<file path="src/verilog/cfg_port_pkg.sv">
// Constants and types of the two-wire block-write configuration port
// Overview of operation
// RULE1: Host starts write with write address.
// RULE2: Acknowledge address, command, count, each data byte.
// RULE3: Host sends command, then count, then data.
// RULE4: Command and count bytes are discarded.
// RULE5: Host sends data from byte 0 upward.
// RULE6: Ascending order; early stop after any byte.
// RULE7: Load data bytes until stop arrives; the port loads bytes 0 to 7 only and discards later ones.
// RULE8: Host ends each write with stop.
// RULE9: Serial rate at most standard mode.
// RULE10: All transfers are whole 8-bit bytes.
// RULE11: Block write is the only write form.
// RULE12: Registers read back by block read.
// RULE13: Slave only; never drives serial clock.
// RULE14: Read: ack, count, bytes 0..7, stop.
// RULE15: Reset loads every byte with default.
// RULE16: Bytes 0 to 4 default all ones.
// RULE17: Enable bit one enables output pair.
// RULE18: Foreign address: no ack, line released.
package cfg_port_pkg;
  // ************************************************************
  // Protocol constants
  // ************************************************************
  localparam int          BYTE_W      = 8;
  localparam int          NUM_BYTES   = 8;
  localparam int          IDX_W       = 3;
  localparam int          PTR_W       = 4;
  localparam logic [7:0]  WR_ADDR     = 8'hd4;
  localparam logic [7:0]  RD_ADDR     = 8'hd5;
  localparam logic [7:0]  BYTE_RESET  = 8'hff;
  localparam logic [7:0]  READ_COUNT  = 8'h08;
  localparam logic [2:0]  LAST_BIT    = 3'h7;
  localparam logic [3:0]  LAST_RD_PTR = 4'h8;
  localparam logic [3:0]  PTR_LIMIT   = 4'h8;
  localparam int          FIFO_DEPTH  = 4;
  localparam int          NUM_OUTS    = 6;
  // Shortest legal serial bit time and its length in reference cycles
  localparam int          REF_PERIOD_NS  = 4;
  localparam int          SCL_PERIOD_NS  = 10000;
  localparam int          SCL_PERIOD_CYC = SCL_PERIOD_NS / REF_PERIOD_NS;
  // Byte and bit of the enable for each differential output pair
  localparam int          EN_BYTE [NUM_OUTS] = '{5, 5, 5, 5, 6, 6};
  localparam int          EN_BIT  [NUM_OUTS] = '{7, 6, 3, 2, 3, 1};
  // Byte phases of a transaction
  localparam logic [1:0]  PH_ADDR  = 2'h0;
  localparam logic [1:0]  PH_CMD   = 2'h1;
  localparam logic [1:0]  PH_COUNT = 2'h2;
  localparam logic [1:0]  PH_DATA  = 2'h3;

  // ************************************************************
  // Types
  // ************************************************************
  typedef enum logic [2:0] {
    ST_IDLE   = 3'b000,
    ST_RX     = 3'b001,
    ST_RX_ACK = 3'b010,
    ST_TX     = 3'b011,
    ST_TX_ACK = 3'b100,
    ST_IGNORE = 3'b101
  } port_state_t;
endpackage : cfg_port_pkg

</file>
<file path="src/verilog/cfg_port.sv">
// Byte FIFO and the two-wire slave port holding the output-control bytes
`timescale 1ns/10ps

// ************************************************************
// Small FIFO between the serial receiver and the register bytes
// ************************************************************
module byte_fifo #(
  parameter int WIDTH = 11,
  parameter int DEPTH = 4
) (
  input  wire logic             ref_clk,
  input  wire logic             resetn,
  input  wire logic             in_valid,
  output logic                  in_ready,
  input  wire logic [WIDTH-1:0] in_data,
  output logic                  out_valid,
  input  wire logic             out_ready,
  output logic      [WIDTH-1:0] out_data
);
  localparam int AW = (DEPTH > 1) ? $clog2(DEPTH) : 1;
  localparam int CW = $clog2(DEPTH + 1);
  localparam logic [CW-1:0] FULL_COUNT = CW'(DEPTH);
  localparam logic [AW-1:0] LAST_SLOT  = AW'(DEPTH - 1);

  typedef struct packed {
    logic [DEPTH-1:0][WIDTH-1:0] mem;
    logic [AW-1:0]               wptr;
    logic [AW-1:0]               rptr;
    logic [CW-1:0]               count;
  } fifo_state_t;

  fifo_state_t state_reg;
  fifo_state_t state_next;
  logic        do_push;
  logic        do_pop;

  // Handshake terms
  assign in_ready  = (state_reg.count != FULL_COUNT);
  assign out_valid = (state_reg.count != '0);
  assign out_data  = state_reg.mem[state_reg.rptr];
  assign do_push   = in_valid && in_ready;
  assign do_pop    = out_valid && out_ready;

  // Pointer and occupancy update
  always_comb
  begin
    state_next = state_reg;
    if (do_push)
    begin
      state_next.mem[state_reg.wptr] = in_data;
      state_next.wptr = (state_reg.wptr == LAST_SLOT) ? '0 : state_reg.wptr + 1'b1;
    end
    if (do_pop)
      state_next.rptr = (state_reg.rptr == LAST_SLOT) ? '0 : state_reg.rptr + 1'b1;
    if (do_push && !do_pop)
      state_next.count = state_reg.count + 1'b1;
    else if (!do_push && do_pop)
      state_next.count = state_reg.count - 1'b1;
  end

  // State register
  always_ff @(posedge ref_clk)
  begin
    if (!resetn)
      state_reg <= '0;
    else
      state_reg <= state_next;
  end
endmodule : byte_fifo

// ************************************************************
// Two-wire slave configuration port
// ************************************************************
module serial_block_write_config_port #(
  parameter int FIFO_DEPTH = cfg_port_pkg::FIFO_DEPTH
) (
  input  wire logic                             ref_clk,
  input  wire logic                             resetn,
  input  wire logic                             scl_in,
  input  wire logic                             serial_data_in,
  output logic                                  serial_data_out,
  output logic                                  serial_data_oe,
  output logic [cfg_port_pkg::NUM_OUTS-1:0]     out_enable
);
  localparam int ENTRY_W = cfg_port_pkg::IDX_W + cfg_port_pkg::BYTE_W;

  typedef struct packed {
    logic [2:0]                        scl_s;
    logic [2:0]                        sda_s;
    cfg_port_pkg::port_state_t         state;
    logic [1:0]                        phase;
    logic [2:0]                        bit_cnt;
    logic                              rx_full;
    logic [7:0]                        shift;
    logic                              is_read;
    logic                              host_ack;
    logic [cfg_port_pkg::PTR_W-1:0]    rd_ptr;
    logic [cfg_port_pkg::PTR_W-1:0]    wr_idx;
    logic                              sda_oe;
    logic                              sda_out;
    logic                              push;
    logic [ENTRY_W-1:0]                push_data;
    logic [cfg_port_pkg::NUM_BYTES-1:0][7:0] regs;
    logic [cfg_port_pkg::NUM_OUTS-1:0] out_en;
  } port_reg_t;

  port_reg_t          state_reg;
  port_reg_t          state_next;
  logic               fifo_in_ready;
  logic               fifo_out_valid;
  logic               drain_ready;
  logic [ENTRY_W-1:0] fifo_out_data;
  logic               scl_rise;
  logic               scl_fall;
  logic               start_seen;
  logic               stop_seen;

  // Line events from the second and third sync stages only
  assign scl_rise   = state_reg.scl_s[1] && !state_reg.scl_s[2];
  assign scl_fall   = !state_reg.scl_s[1] && state_reg.scl_s[2];
  assign start_seen = state_reg.scl_s[1] && state_reg.scl_s[2]
                      && !state_reg.sda_s[1] && state_reg.sda_s[2];
  assign stop_seen  = state_reg.scl_s[1] && state_reg.scl_s[2]
                      && state_reg.sda_s[1] && !state_reg.sda_s[2];
  // Register writes pause while bytes are being shifted out
  assign drain_ready = (state_reg.state != cfg_port_pkg::ST_TX)
                       && (state_reg.state != cfg_port_pkg::ST_TX_ACK);

  // Outputs straight from flops; the clock line is only ever an input
  assign serial_data_out = state_reg.sda_out;   // RULE13
  assign serial_data_oe  = state_reg.sda_oe;
  assign out_enable      = state_reg.out_en;

  byte_fifo #(
    .WIDTH (ENTRY_W),
    .DEPTH (FIFO_DEPTH)
  ) u_fifo (
    .ref_clk   (ref_clk),
    .resetn    (resetn),
    .in_valid  (state_reg.push),
    .in_ready  (fifo_in_ready),
    .in_data   (state_reg.push_data),
    .out_valid (fifo_out_valid),
    .out_ready (drain_ready),
    .out_data  (fifo_out_data)
  );

  // Protocol engine, register bytes and output enables
  always_comb
  begin
    state_next          = state_reg;
    state_next.scl_s    = {state_reg.scl_s[1:0], scl_in};
    state_next.sda_s    = {state_reg.sda_s[1:0], serial_data_in};
    state_next.push     = 1'b0;
    state_next.sda_out  = 1'b0;
    // Drain one queued byte into its register per cycle
    if (fifo_out_valid && drain_ready)
      state_next.regs[fifo_out_data[ENTRY_W-1:cfg_port_pkg::BYTE_W]] =
        fifo_out_data[cfg_port_pkg::BYTE_W-1:0];   // RULE7
    if (stop_seen)
    begin
      state_next.state  = cfg_port_pkg::ST_IDLE;    // RULE6
      state_next.sda_oe = 1'b0;
    end
    else if (start_seen)
    begin
      state_next.state   = cfg_port_pkg::ST_RX;
      state_next.phase   = cfg_port_pkg::PH_ADDR;
      state_next.bit_cnt = '0;
      state_next.rx_full = 1'b0;
      state_next.wr_idx  = '0;
      state_next.rd_ptr  = '0;
      state_next.sda_oe  = 1'b0;
    end
    else
    begin
      unique case (state_reg.state)
        cfg_port_pkg::ST_IDLE,
        cfg_port_pkg::ST_IGNORE:
          state_next.sda_oe = 1'b0;   // RULE18
        cfg_port_pkg::ST_RX:
        begin
          // Sample on rising clock, decide on the falling edge after bit 8
          if (scl_rise && !state_reg.rx_full)
          begin
            state_next.shift   = {state_reg.shift[6:0], state_reg.sda_s[1]};   // RULE10
            state_next.bit_cnt = state_reg.bit_cnt + 1'b1;
            state_next.rx_full = (state_reg.bit_cnt == cfg_port_pkg::LAST_BIT);
          end
          else if (scl_fall && state_reg.rx_full)
          begin
            state_next.rx_full = 1'b0;
            state_next.state   = cfg_port_pkg::ST_RX_ACK;
            state_next.sda_oe  = 1'b1;   // RULE2
            unique case (state_reg.phase)
              cfg_port_pkg::PH_ADDR:
              begin
                state_next.phase   = cfg_port_pkg::PH_CMD;
                state_next.is_read = (state_reg.shift == cfg_port_pkg::RD_ADDR);
                if (state_reg.shift != cfg_port_pkg::WR_ADDR
                    && state_reg.shift != cfg_port_pkg::RD_ADDR)
                begin
                  state_next.state  = cfg_port_pkg::ST_IGNORE;   // RULE18
                  state_next.sda_oe = 1'b0;
                end
              end
              cfg_port_pkg::PH_CMD:
                state_next.phase = cfg_port_pkg::PH_COUNT;   // RULE4
              cfg_port_pkg::PH_COUNT:
                state_next.phase = cfg_port_pkg::PH_DATA;    // RULE4
              cfg_port_pkg::PH_DATA:
              begin
                if (state_reg.wr_idx < cfg_port_pkg::PTR_LIMIT)
                begin
                  if (fifo_in_ready)
                  begin
                    state_next.push      = 1'b1;   // RULE6
                    state_next.push_data = {state_reg.wr_idx[cfg_port_pkg::IDX_W-1:0],
                                            state_reg.shift};
                    state_next.wr_idx    = state_reg.wr_idx + 1'b1;
                  end
                  else
                  begin
                    state_next.state  = cfg_port_pkg::ST_IGNORE;
                    state_next.sda_oe = 1'b0;
                  end
                end
              end
            endcase
          end
        end
        cfg_port_pkg::ST_RX_ACK:
        begin
          // End of acknowledge: a read starts with the byte count
          if (scl_fall)
          begin
            state_next.bit_cnt = '0;
            if (state_reg.is_read)
            begin
              state_next.state  = cfg_port_pkg::ST_TX;   // RULE14
              state_next.shift  = cfg_port_pkg::READ_COUNT;
              state_next.sda_oe = !cfg_port_pkg::READ_COUNT[7];
            end
            else
            begin
              state_next.state  = cfg_port_pkg::ST_RX;   // RULE11
              state_next.sda_oe = 1'b0;
            end
          end
        end
        cfg_port_pkg::ST_TX:
        begin
          if (scl_fall)
          begin
            if (state_reg.bit_cnt == cfg_port_pkg::LAST_BIT)
            begin
              state_next.state  = cfg_port_pkg::ST_TX_ACK;
              state_next.sda_oe = 1'b0;
            end
            else
            begin
              state_next.bit_cnt = state_reg.bit_cnt + 1'b1;
              state_next.shift   = {state_reg.shift[6:0], 1'b0};
              state_next.sda_oe  = !state_reg.shift[6];
            end
          end
        end
        cfg_port_pkg::ST_TX_ACK:
        begin
          if (scl_rise)
            state_next.host_ack = !state_reg.sda_s[1];
          else if (scl_fall)
          begin
            state_next.bit_cnt = '0;
            if (state_reg.host_ack && state_reg.rd_ptr < cfg_port_pkg::LAST_RD_PTR)
            begin
              state_next.state  = cfg_port_pkg::ST_TX;   // RULE12
              state_next.shift  = state_reg.regs[state_reg.rd_ptr[cfg_port_pkg::IDX_W-1:0]];
              state_next.sda_oe = !state_next.shift[7];
              state_next.rd_ptr = state_reg.rd_ptr + 1'b1;   // RULE14
            end
            else
              state_next.state = cfg_port_pkg::ST_IGNORE;
          end
        end
        default:
          state_next.state = cfg_port_pkg::ST_IDLE;
      endcase
    end
    // Each enable bit gates one differential output pair
    for (int i = 0; i < cfg_port_pkg::NUM_OUTS; i++)
      state_next.out_en[i] =
        state_next.regs[cfg_port_pkg::EN_BYTE[i]][cfg_port_pkg::EN_BIT[i]];   // RULE17
  end

  // State register with power-on defaults
  always_ff @(posedge ref_clk)
  begin
    if (!resetn)
    begin
      state_reg        <= '0;
      state_reg.scl_s  <= '1;
      state_reg.sda_s  <= '1;
      state_reg.regs   <= {cfg_port_pkg::NUM_BYTES{cfg_port_pkg::BYTE_RESET}};   // RULE15 RULE16
      state_reg.out_en <= '1;
    end
    else
      state_reg <= state_next;
  end
endmodule : serial_block_write_config_port

</file>
<file path="config.mk">
export PLATFORM = sky130hd
export DESIGN_NAME = serial_block_write_config_port
export DESIGN_NICKNAME = d
export VERILOG_FILES = /design/src/verilog/cfg_port_pkg.sv /design/src/verilog/cfg_port.sv
export SDC_FILE = /design/constraint.sdc
export NUM_CORES = 1
export LEC_CHECK = 0
export ABC_CLOCK_PERIOD_IN_PS = 3300
export CORE_MARGIN = 1
export CORE_UTILIZATION = 63
export DETAILED_ROUTE_END_ITERATION = 10
export DONT_BUFFER_PORTS = 1
export HOLD_SLACK_MARGIN = 0.12
export MAX_ROUTING_LAYER = met4
export PLACE_DENSITY = 0.75
export SYNTH_ARGS = -nofsm -noshare
export SYNTH_HDL_FRONTEND = slang
export SYNTH_HIERARCHICAL = 1
export SYNTH_SLANG_ARGS = --single-unit
export TNS_END_PERCENT = 100
</file>
<file path="constraint.sdc">
create_clock -name ref_clk -period 3.3 [get_ports ref_clk]
set_clock_uncertainty 0.1 [all_clocks]
set_input_delay 0 -clock ref_clk [delete_from_list [all_inputs] [get_ports ref_clk]]
set_output_delay 0 -clock ref_clk [all_outputs]
set_load 0.1 [all_outputs]
</file>
==> results.cfg, run 1 <==
[setup_path]
setup.worst_path.start = u_fifo/state_reg[4]
cp-endpoint = state_reg[13]
crit_type = reg2reg
cpPeakStageDelay_ns = 0.65
reg2reg_from = u_fifo/state_reg[4]
critPathLaunchType = flop
reg2reg_depth = 7
cp_top_family = simple AND/OR/NAND/NOR gates
cp-end-kind = flop
critPathArrivalTime_ns = 3.35
critical_path_cell_count = 7
critPathMaxFanout = 10
r2r_setup_slack_ns = 0.22
cp_slowest_cell = dfxtp_1
critPathBufInv = 2
path_cells = mux4_2, nand4b_1, buf_4, nor3_2, nand2_1, nand3_1, dlygate4sd3_1
crit_required_ns = 3.57
worstReg2RegEnd = state_reg[13]

[layout]
num_antenna_cells = 0
drive_gt1_frac = 0.118
final_core_util = 0.713
nNetsFinal = 795
syn_to_final_growth_pct = 8.88
largest_reg_flops = 103

[power_and_ir_drop]
peakVddDrop_v = 0.000576
cellLeakagePower_nw = 2.72
p_per_area_mw_per_mm2 = 595

[logic_synthesis]
syn_area_mm2 = 0.00754
synth.avg_cell_area_um2 = 9.40
synth_top_cells_by_area = dfxtp_1 43%, mux2i_1 9.7%, mux4_2 8.1%
synth_top_flop_cell = dfxtp_1
synth_common_cells = 161 x dfxtp_1, 152 x nand2_1, 74 x o21ai_0
yosysMostFrequentCell = dfxtp_1
synthArstFlopShare = 0
synth_top_area_cell = dfxtp_1
synthDistinctLibCells = 66
synth_cells = 802
synth_warnings = 6
synth_edf_count = 0
syn-num-nets = 820
ys_ff_latch = 161
synth.top_cell.area_share = 0.428
yosysSeqAreaShare = 0.428

[floorplan]
die_width_um = 111
core_area_mm2 = 0.0115
fp.dieH_um = 111
ioPinCount = 12
die_area_mm2 = 0.0124
num_rows = 39
start_util = 0.654

[grt]
grt_overflow = 0
grt_pass1_vias = 5663
grt_max_degree = 169
track_usage = 0.297
grt_antenna_before_repair = 0
grt_first_pass_wirelength_um = 28000

[detailed_routing]
vias = 5741
viasPerCell = 6.15
firstDrtPassIters = 8
drcViolationCount = 4
wl_um = 16900
drtIter0Drc = 589
drt-wirelength-per-cell_um = 18.1
drtAntennaViolNets = 0

[clocking]
clkLatencyLatePin_ns = 0.43
cts_root_buffer = clkbuf_16
clockBufferDepth = 2
clk_pin_slew_ns = 0.06
tritoncts.num_buffers = 17
post-cts-setup-buffers = 0
cts_tree = done
clock-sinks = 161
h-tree-depth = 4

[sta]
hold_viol_final = 0
setup_viol = 0
worst_slew_pin_slew_ns = 0.990
slew-limit-headroom = 0.339
clock.fmax_ghz = 0.324
fin_crit_ns = 3.08
setup_tns_ns = 0
holdWs_ns = 0.170
finalCritPeriodShare = 0.934
rsz0062_at_grt = false
slew_violations = 0

[placement]
port-buffer-count = 0
hpwl_um = 11100
finalWeightedCongestion = 0.913

[worst_hold_path]
hold_class = in2reg

[run_status]
outcome = finished with violations
violations = design-rule violations

[job]
drv_cap = 0
==> metrics by stage <==
stage                     worst slack [ns]  instance area, um^2  cells  total power [mW]
after floorplan                      0.772                 7540    802              2.62
after global placement               0.638                 7480    895              2.71
after detailed placement             0.485                 7480    895              2.73
after CTS                            0.247                 8210    933              4.90
after global routing                0.0706                 8210    933              5.05
final                                0.217                 8210    933              4.88
==> layer usage <==
layer	part of all wire	vias up	GRT usage
met5	0	-	-
met2	0.48	171	0.473
met4	0.014	0	0.105
met3	0.050	24	0.0686
met1	0.45	2796	0.371
li1	-	2750	-
==> worst min path at each step <==
stage	endpoint	depth (start not counted)	startpoint	slack, ns
after detailed placement	state_reg[113]	1	resetn	-0.01
after global placement	state_reg[116]	1	resetn	-0.02
after floorplan	state_next[112]	1	serial_data_in	0.001
after CTS	state_next[112]	2	serial_data_in	0.12
final	state_next[112]	2	serial_data_in	0.17
after global routing	state_next[112]	2	serial_data_in	0.17
==> cells in the final DEF (no fill, tap or decap), drive strengths merged, types with 3 or more instances in the layout <==
cell type / instances
nor2: 29
mux2i: 73
a21boi: 4
nand4: 6
o21ai: 77
nor3: 8
o21a: 4
o211ai: 3
nand3b: 3
and3: 5
xor2: 3
or3: 3
nand2b: 13
nand4b: 3
a21oi: 21
nor3b: 6
and2: 8
inv: 6
clkbuf: 24
nand3: 61
buf: 17
mux4: 27
ha: 13
bufinv: 4
nand2: 152
nor2b: 17
dfxtp: 161
dlygate4sd3: 5
==> power breakdown <==
part | internal (mW) | total (mW) | switching (mW) | leakage (nW)
Clock | 1.37 | 2.14 | 0.772 | 0.313
Sequential | 2.02 | 2.11 | 0.0931 | 1.30
Combinational | 0.267 | 0.631 | 0.365 | 1.11
==> repair_timing <==
item	4_1_cts	5_1_grt
hold buffers	6	0
endpoints found under the hold margin	161	0
gates resized for setup	0	0
==> cell families after synthesis <==
group / share of synthesized area
DFF: 0.428
buffers and inverters: 0.0505
muxes: 0.179
and+or+nand+nor: 0.210
adders and majority gates: 0.0242
AOI/OAI and AO/OA: 0.104
other: 0.000498
xor gates and xnor gates: 0.00465
==> cell type report <==
class                           count  area, um^2
Tap cell                          143         179
Timing Repair Buffer               22         198
Sequential cell                   161        3220
Clock inverter                      8         149
Multi-Input combinational cell    569        3930
Clock buffer                       24         502
Fill cell                         840        3310
Inverter                            6        22.5
==> worst register-to-register path, delay by kind of cell, from the launching register on <==
family	cells	cell delay, ns
buf+inv	2	0.78
flops	1	0.65
mux	1	0.63
simple gates	4	0.86
No activity file was read; power rests on OpenSTA's default activity.
==> run 2: changes to the inputs <==
Settings changed: ABC_AREA set to 1, CORE_UTILIZATION 63 to 64, PLACE_DENSITY 0.75 to 0.76.
==> results.cfg, run 2 <==
[setup_path]
crit_type = reg2reg
critical_path_cell_count = 7
worstReg2RegEnd = state_reg[80]
cp-end-kind = flop
reg2reg_depth = 7
critPathArrivalTime_ns = 2.62
critPathMaxFanout = 51
critPathLaunchType = flop
critPathBufInv = 1
reg2reg_from = u_fifo/state_reg[0]
crit_required_ns = 3.51
cp_top_family = simple AND/OR/NAND/NOR gates
cpMostUsedCell = nor2_1
cp_slowest_cell = nor3_4
cpPeakStageDelay_ns = 0.72
path_cells = nor2_4, nand2_4, nand3_1, nor3_4, inv_1, nor2_1, nor2_1
r2r_setup_slack_ns = 0.89

[worst_hold_path]
whs_path_depth = 1
min-delay-start = state_next[112]
hold_class = reg2reg
worstHoldEndpoint = state_next[113]

[logic_synthesis]
synthArstFlopShare = 0
ys_ff_latch = 161
synth.avg_cell_area_um2 = 6.78
yosysSeqAreaShare = 0.390
synth_top_area_cell = dfxtp_1
synth_cells = 1217
synth_common_cells = 312 x nand2_1, 161 x dfxtp_1, 159 x inv_1
synth.top_cell.area_share = 0.390
synth_top_flop_cell = dfxtp_1
yosysMostFrequentCell = nand2_1
syn-num-nets = 1235
synth_edf_count = 0
synth_warnings = 6
synthDistinctLibCells = 37
synth_top_cells_by_area = dfxtp_1 39%, nand2_1 14%, inv_1 7.2%
syn_area_mm2 = 0.00825

[power_and_ir_drop]
p_per_area_mw_per_mm2 = 731
peakVddDrop_v = 0.000454
cellLeakagePower_nw = 4.14
p_total_mw = 6.54

[layout]
drive_gt1_frac = 0.0982
layout_commonest_cell = nand2_1
nNetsFinal = 1211
largest_reg_flops = 103
post_layout_nonfiller_instances = 1374
final_core_util = 0.709
final_cell_mix = 312 x nand2_1, 161 x dfxtp_1, 159 x inv_1, 140 x nor2_1, 84 x nand3_1
num_antenna_cells = 0
syn_to_final_growth_pct = 8.32

[detailed_routing]
drtIter0Drc = 840
viasPerCell = 5.41
firstDrtPassIters = 7
wl_um = 20500
drtAntennaViolNets = 0
vias = 7438
drt-wirelength-per-cell_um = 14.9
drcViolationCount = 0

[grt]
grt_first_pass_wirelength_um = 32800
grt_max_degree = 141
grt_antenna_before_repair = 0
grt_pass1_vias = 6616
grt_overflow = 0
track_usage = 0.329

[sta]
finalCritPeriodShare = 0.730
rsz0062_at_grt = false
hold_viol_final = 0
setup_viol = 0
slew-limit-headroom = 0.386
holdWs_ns = 0.326
clock.fmax_ghz = 0.415
setup_tns_ns = 0
worst_slew_pin_slew_ns = 0.921
slew_violations = 0
fin_crit_ns = 2.41

[job]
drv_cap = 0

[clocking]
cts_tree = done
h-tree-depth = 4
clk_pin_slew_ns = 0.06
cts_root_buffer = clkbuf_16
clkLatencyLatePin_ns = 0.42
clockBufferDepth = 2
tritoncts.num_buffers = 17
clock-sinks = 161

[run_status]
outcome = completed

[placement]
port-buffer-count = 0
dp_cells = 1339
hpwl_um = 13000
finalWeightedCongestion = 0.911

[floorplan]
num_rows = 41
die_area_mm2 = 0.0134
die_width_um = 116
ioPinCount = 12
start_util = 0.654
fp.dieH_um = 116
core_area_mm2 = 0.0126
[run 2: cell types whose count changed in the layout (fill, tap and decap cells not counted), moves of 22 or more]
cell / delta
nor2_1: +111
mux2i_1: -73
o211ai_1: +25
nand3_1: +23
nand4_1: +45
mux4_2: -27
nor2_2: +22
inv_1: +153
nand2_1: +160
[run 2: worst max path at each step]
stage	from	endpoint	slack, ns
after floorplan	state_reg[110]	u_fifo/state_reg[2]	1.28
after global placement	u_fifo/state_reg[0]	state_reg[85]	0.95
after detailed placement	u_fifo/state_reg[0]	state_reg[85]	0.92
after CTS	u_fifo/state_reg[0]	state_reg[80]	0.92
after global routing	u_fifo/state_reg[0]	state_reg[86]	0.58
final	u_fifo/state_reg[0]	state_reg[80]	0.89
[run 2: through the flow]
stage	setup WS, ns	instance area [um^2]
4_1_cts	0.916	8940
2_1_floorplan	1.28	8250
5_1_grt	0.581	8940
3_5_place_dp	0.923	8250
6_report	0.891	8940
3_3_place_gp	0.951	8250
[run 2: kinds of logic after synthesis]
| logic type | count (synthesis) | synth area share |
|---|---|---|
| simple gates | 640 | 0.357 |
| buf+inv | 250 | 0.127 |
| flops | 161 | 0.390 |
| compound gates | 150 | 0.102 |
| fa+ha+maj | 14 | 0.0221 |
| xor+xnor | 1 | 0.00106 |
| other cells | 1 | 0.000454 |
[run 2: where the power goes]
part | internal (mW) | leakage, nW | total, mW | switching [mW]
registers | 2.20 | 1.31 | 2.37 | 0.170
logic | 0.628 | 2.54 | 2.14 | 1.52
clock network | 1.27 | 0.293 | 2.02 | 0.748
total | 4.10 | 4.14 | 6.54 | 2.43
[run 2: cell type report]
cell class | count | area (um^2)
Multi-Input combinational cell | 806 | 3990
Timing Repair Buffer | 28 | 245
Clock buffer | 23 | 498
Sequential cell | 161 | 3220
Fill cell | 1107 | 3680
Tap cell | 172 | 215
Inverter | 179 | 672
Clock inverter | 5 | 103
[run 2: worst register-to-register path, cell delays in order (launching register included)]
cell and delay [ns]:
dfxtp_1 0.44, nor2_4 0.08, nand2_4 0.40, nand3_1 0.22, nor3_4 0.72, inv_1 0.16, nor2_1 0.13, nor2_1 0.06
[run 2: what timing repair did]
item / 4_1_cts / 5_1_grt
endpoints found under the hold margin: 153 / 0
hold buffers: 7 / 0
buffers inserted: 0 / 0
resized for setup: 0 / 0
[run 2: metal layers]
layer / track usage / share of wire
met3: 0.0565 / 0.063
met1: 0.427 / 0.45
met5: - / 0
met4: 0.100 / 0.016
met2: 0.522 / 0.47
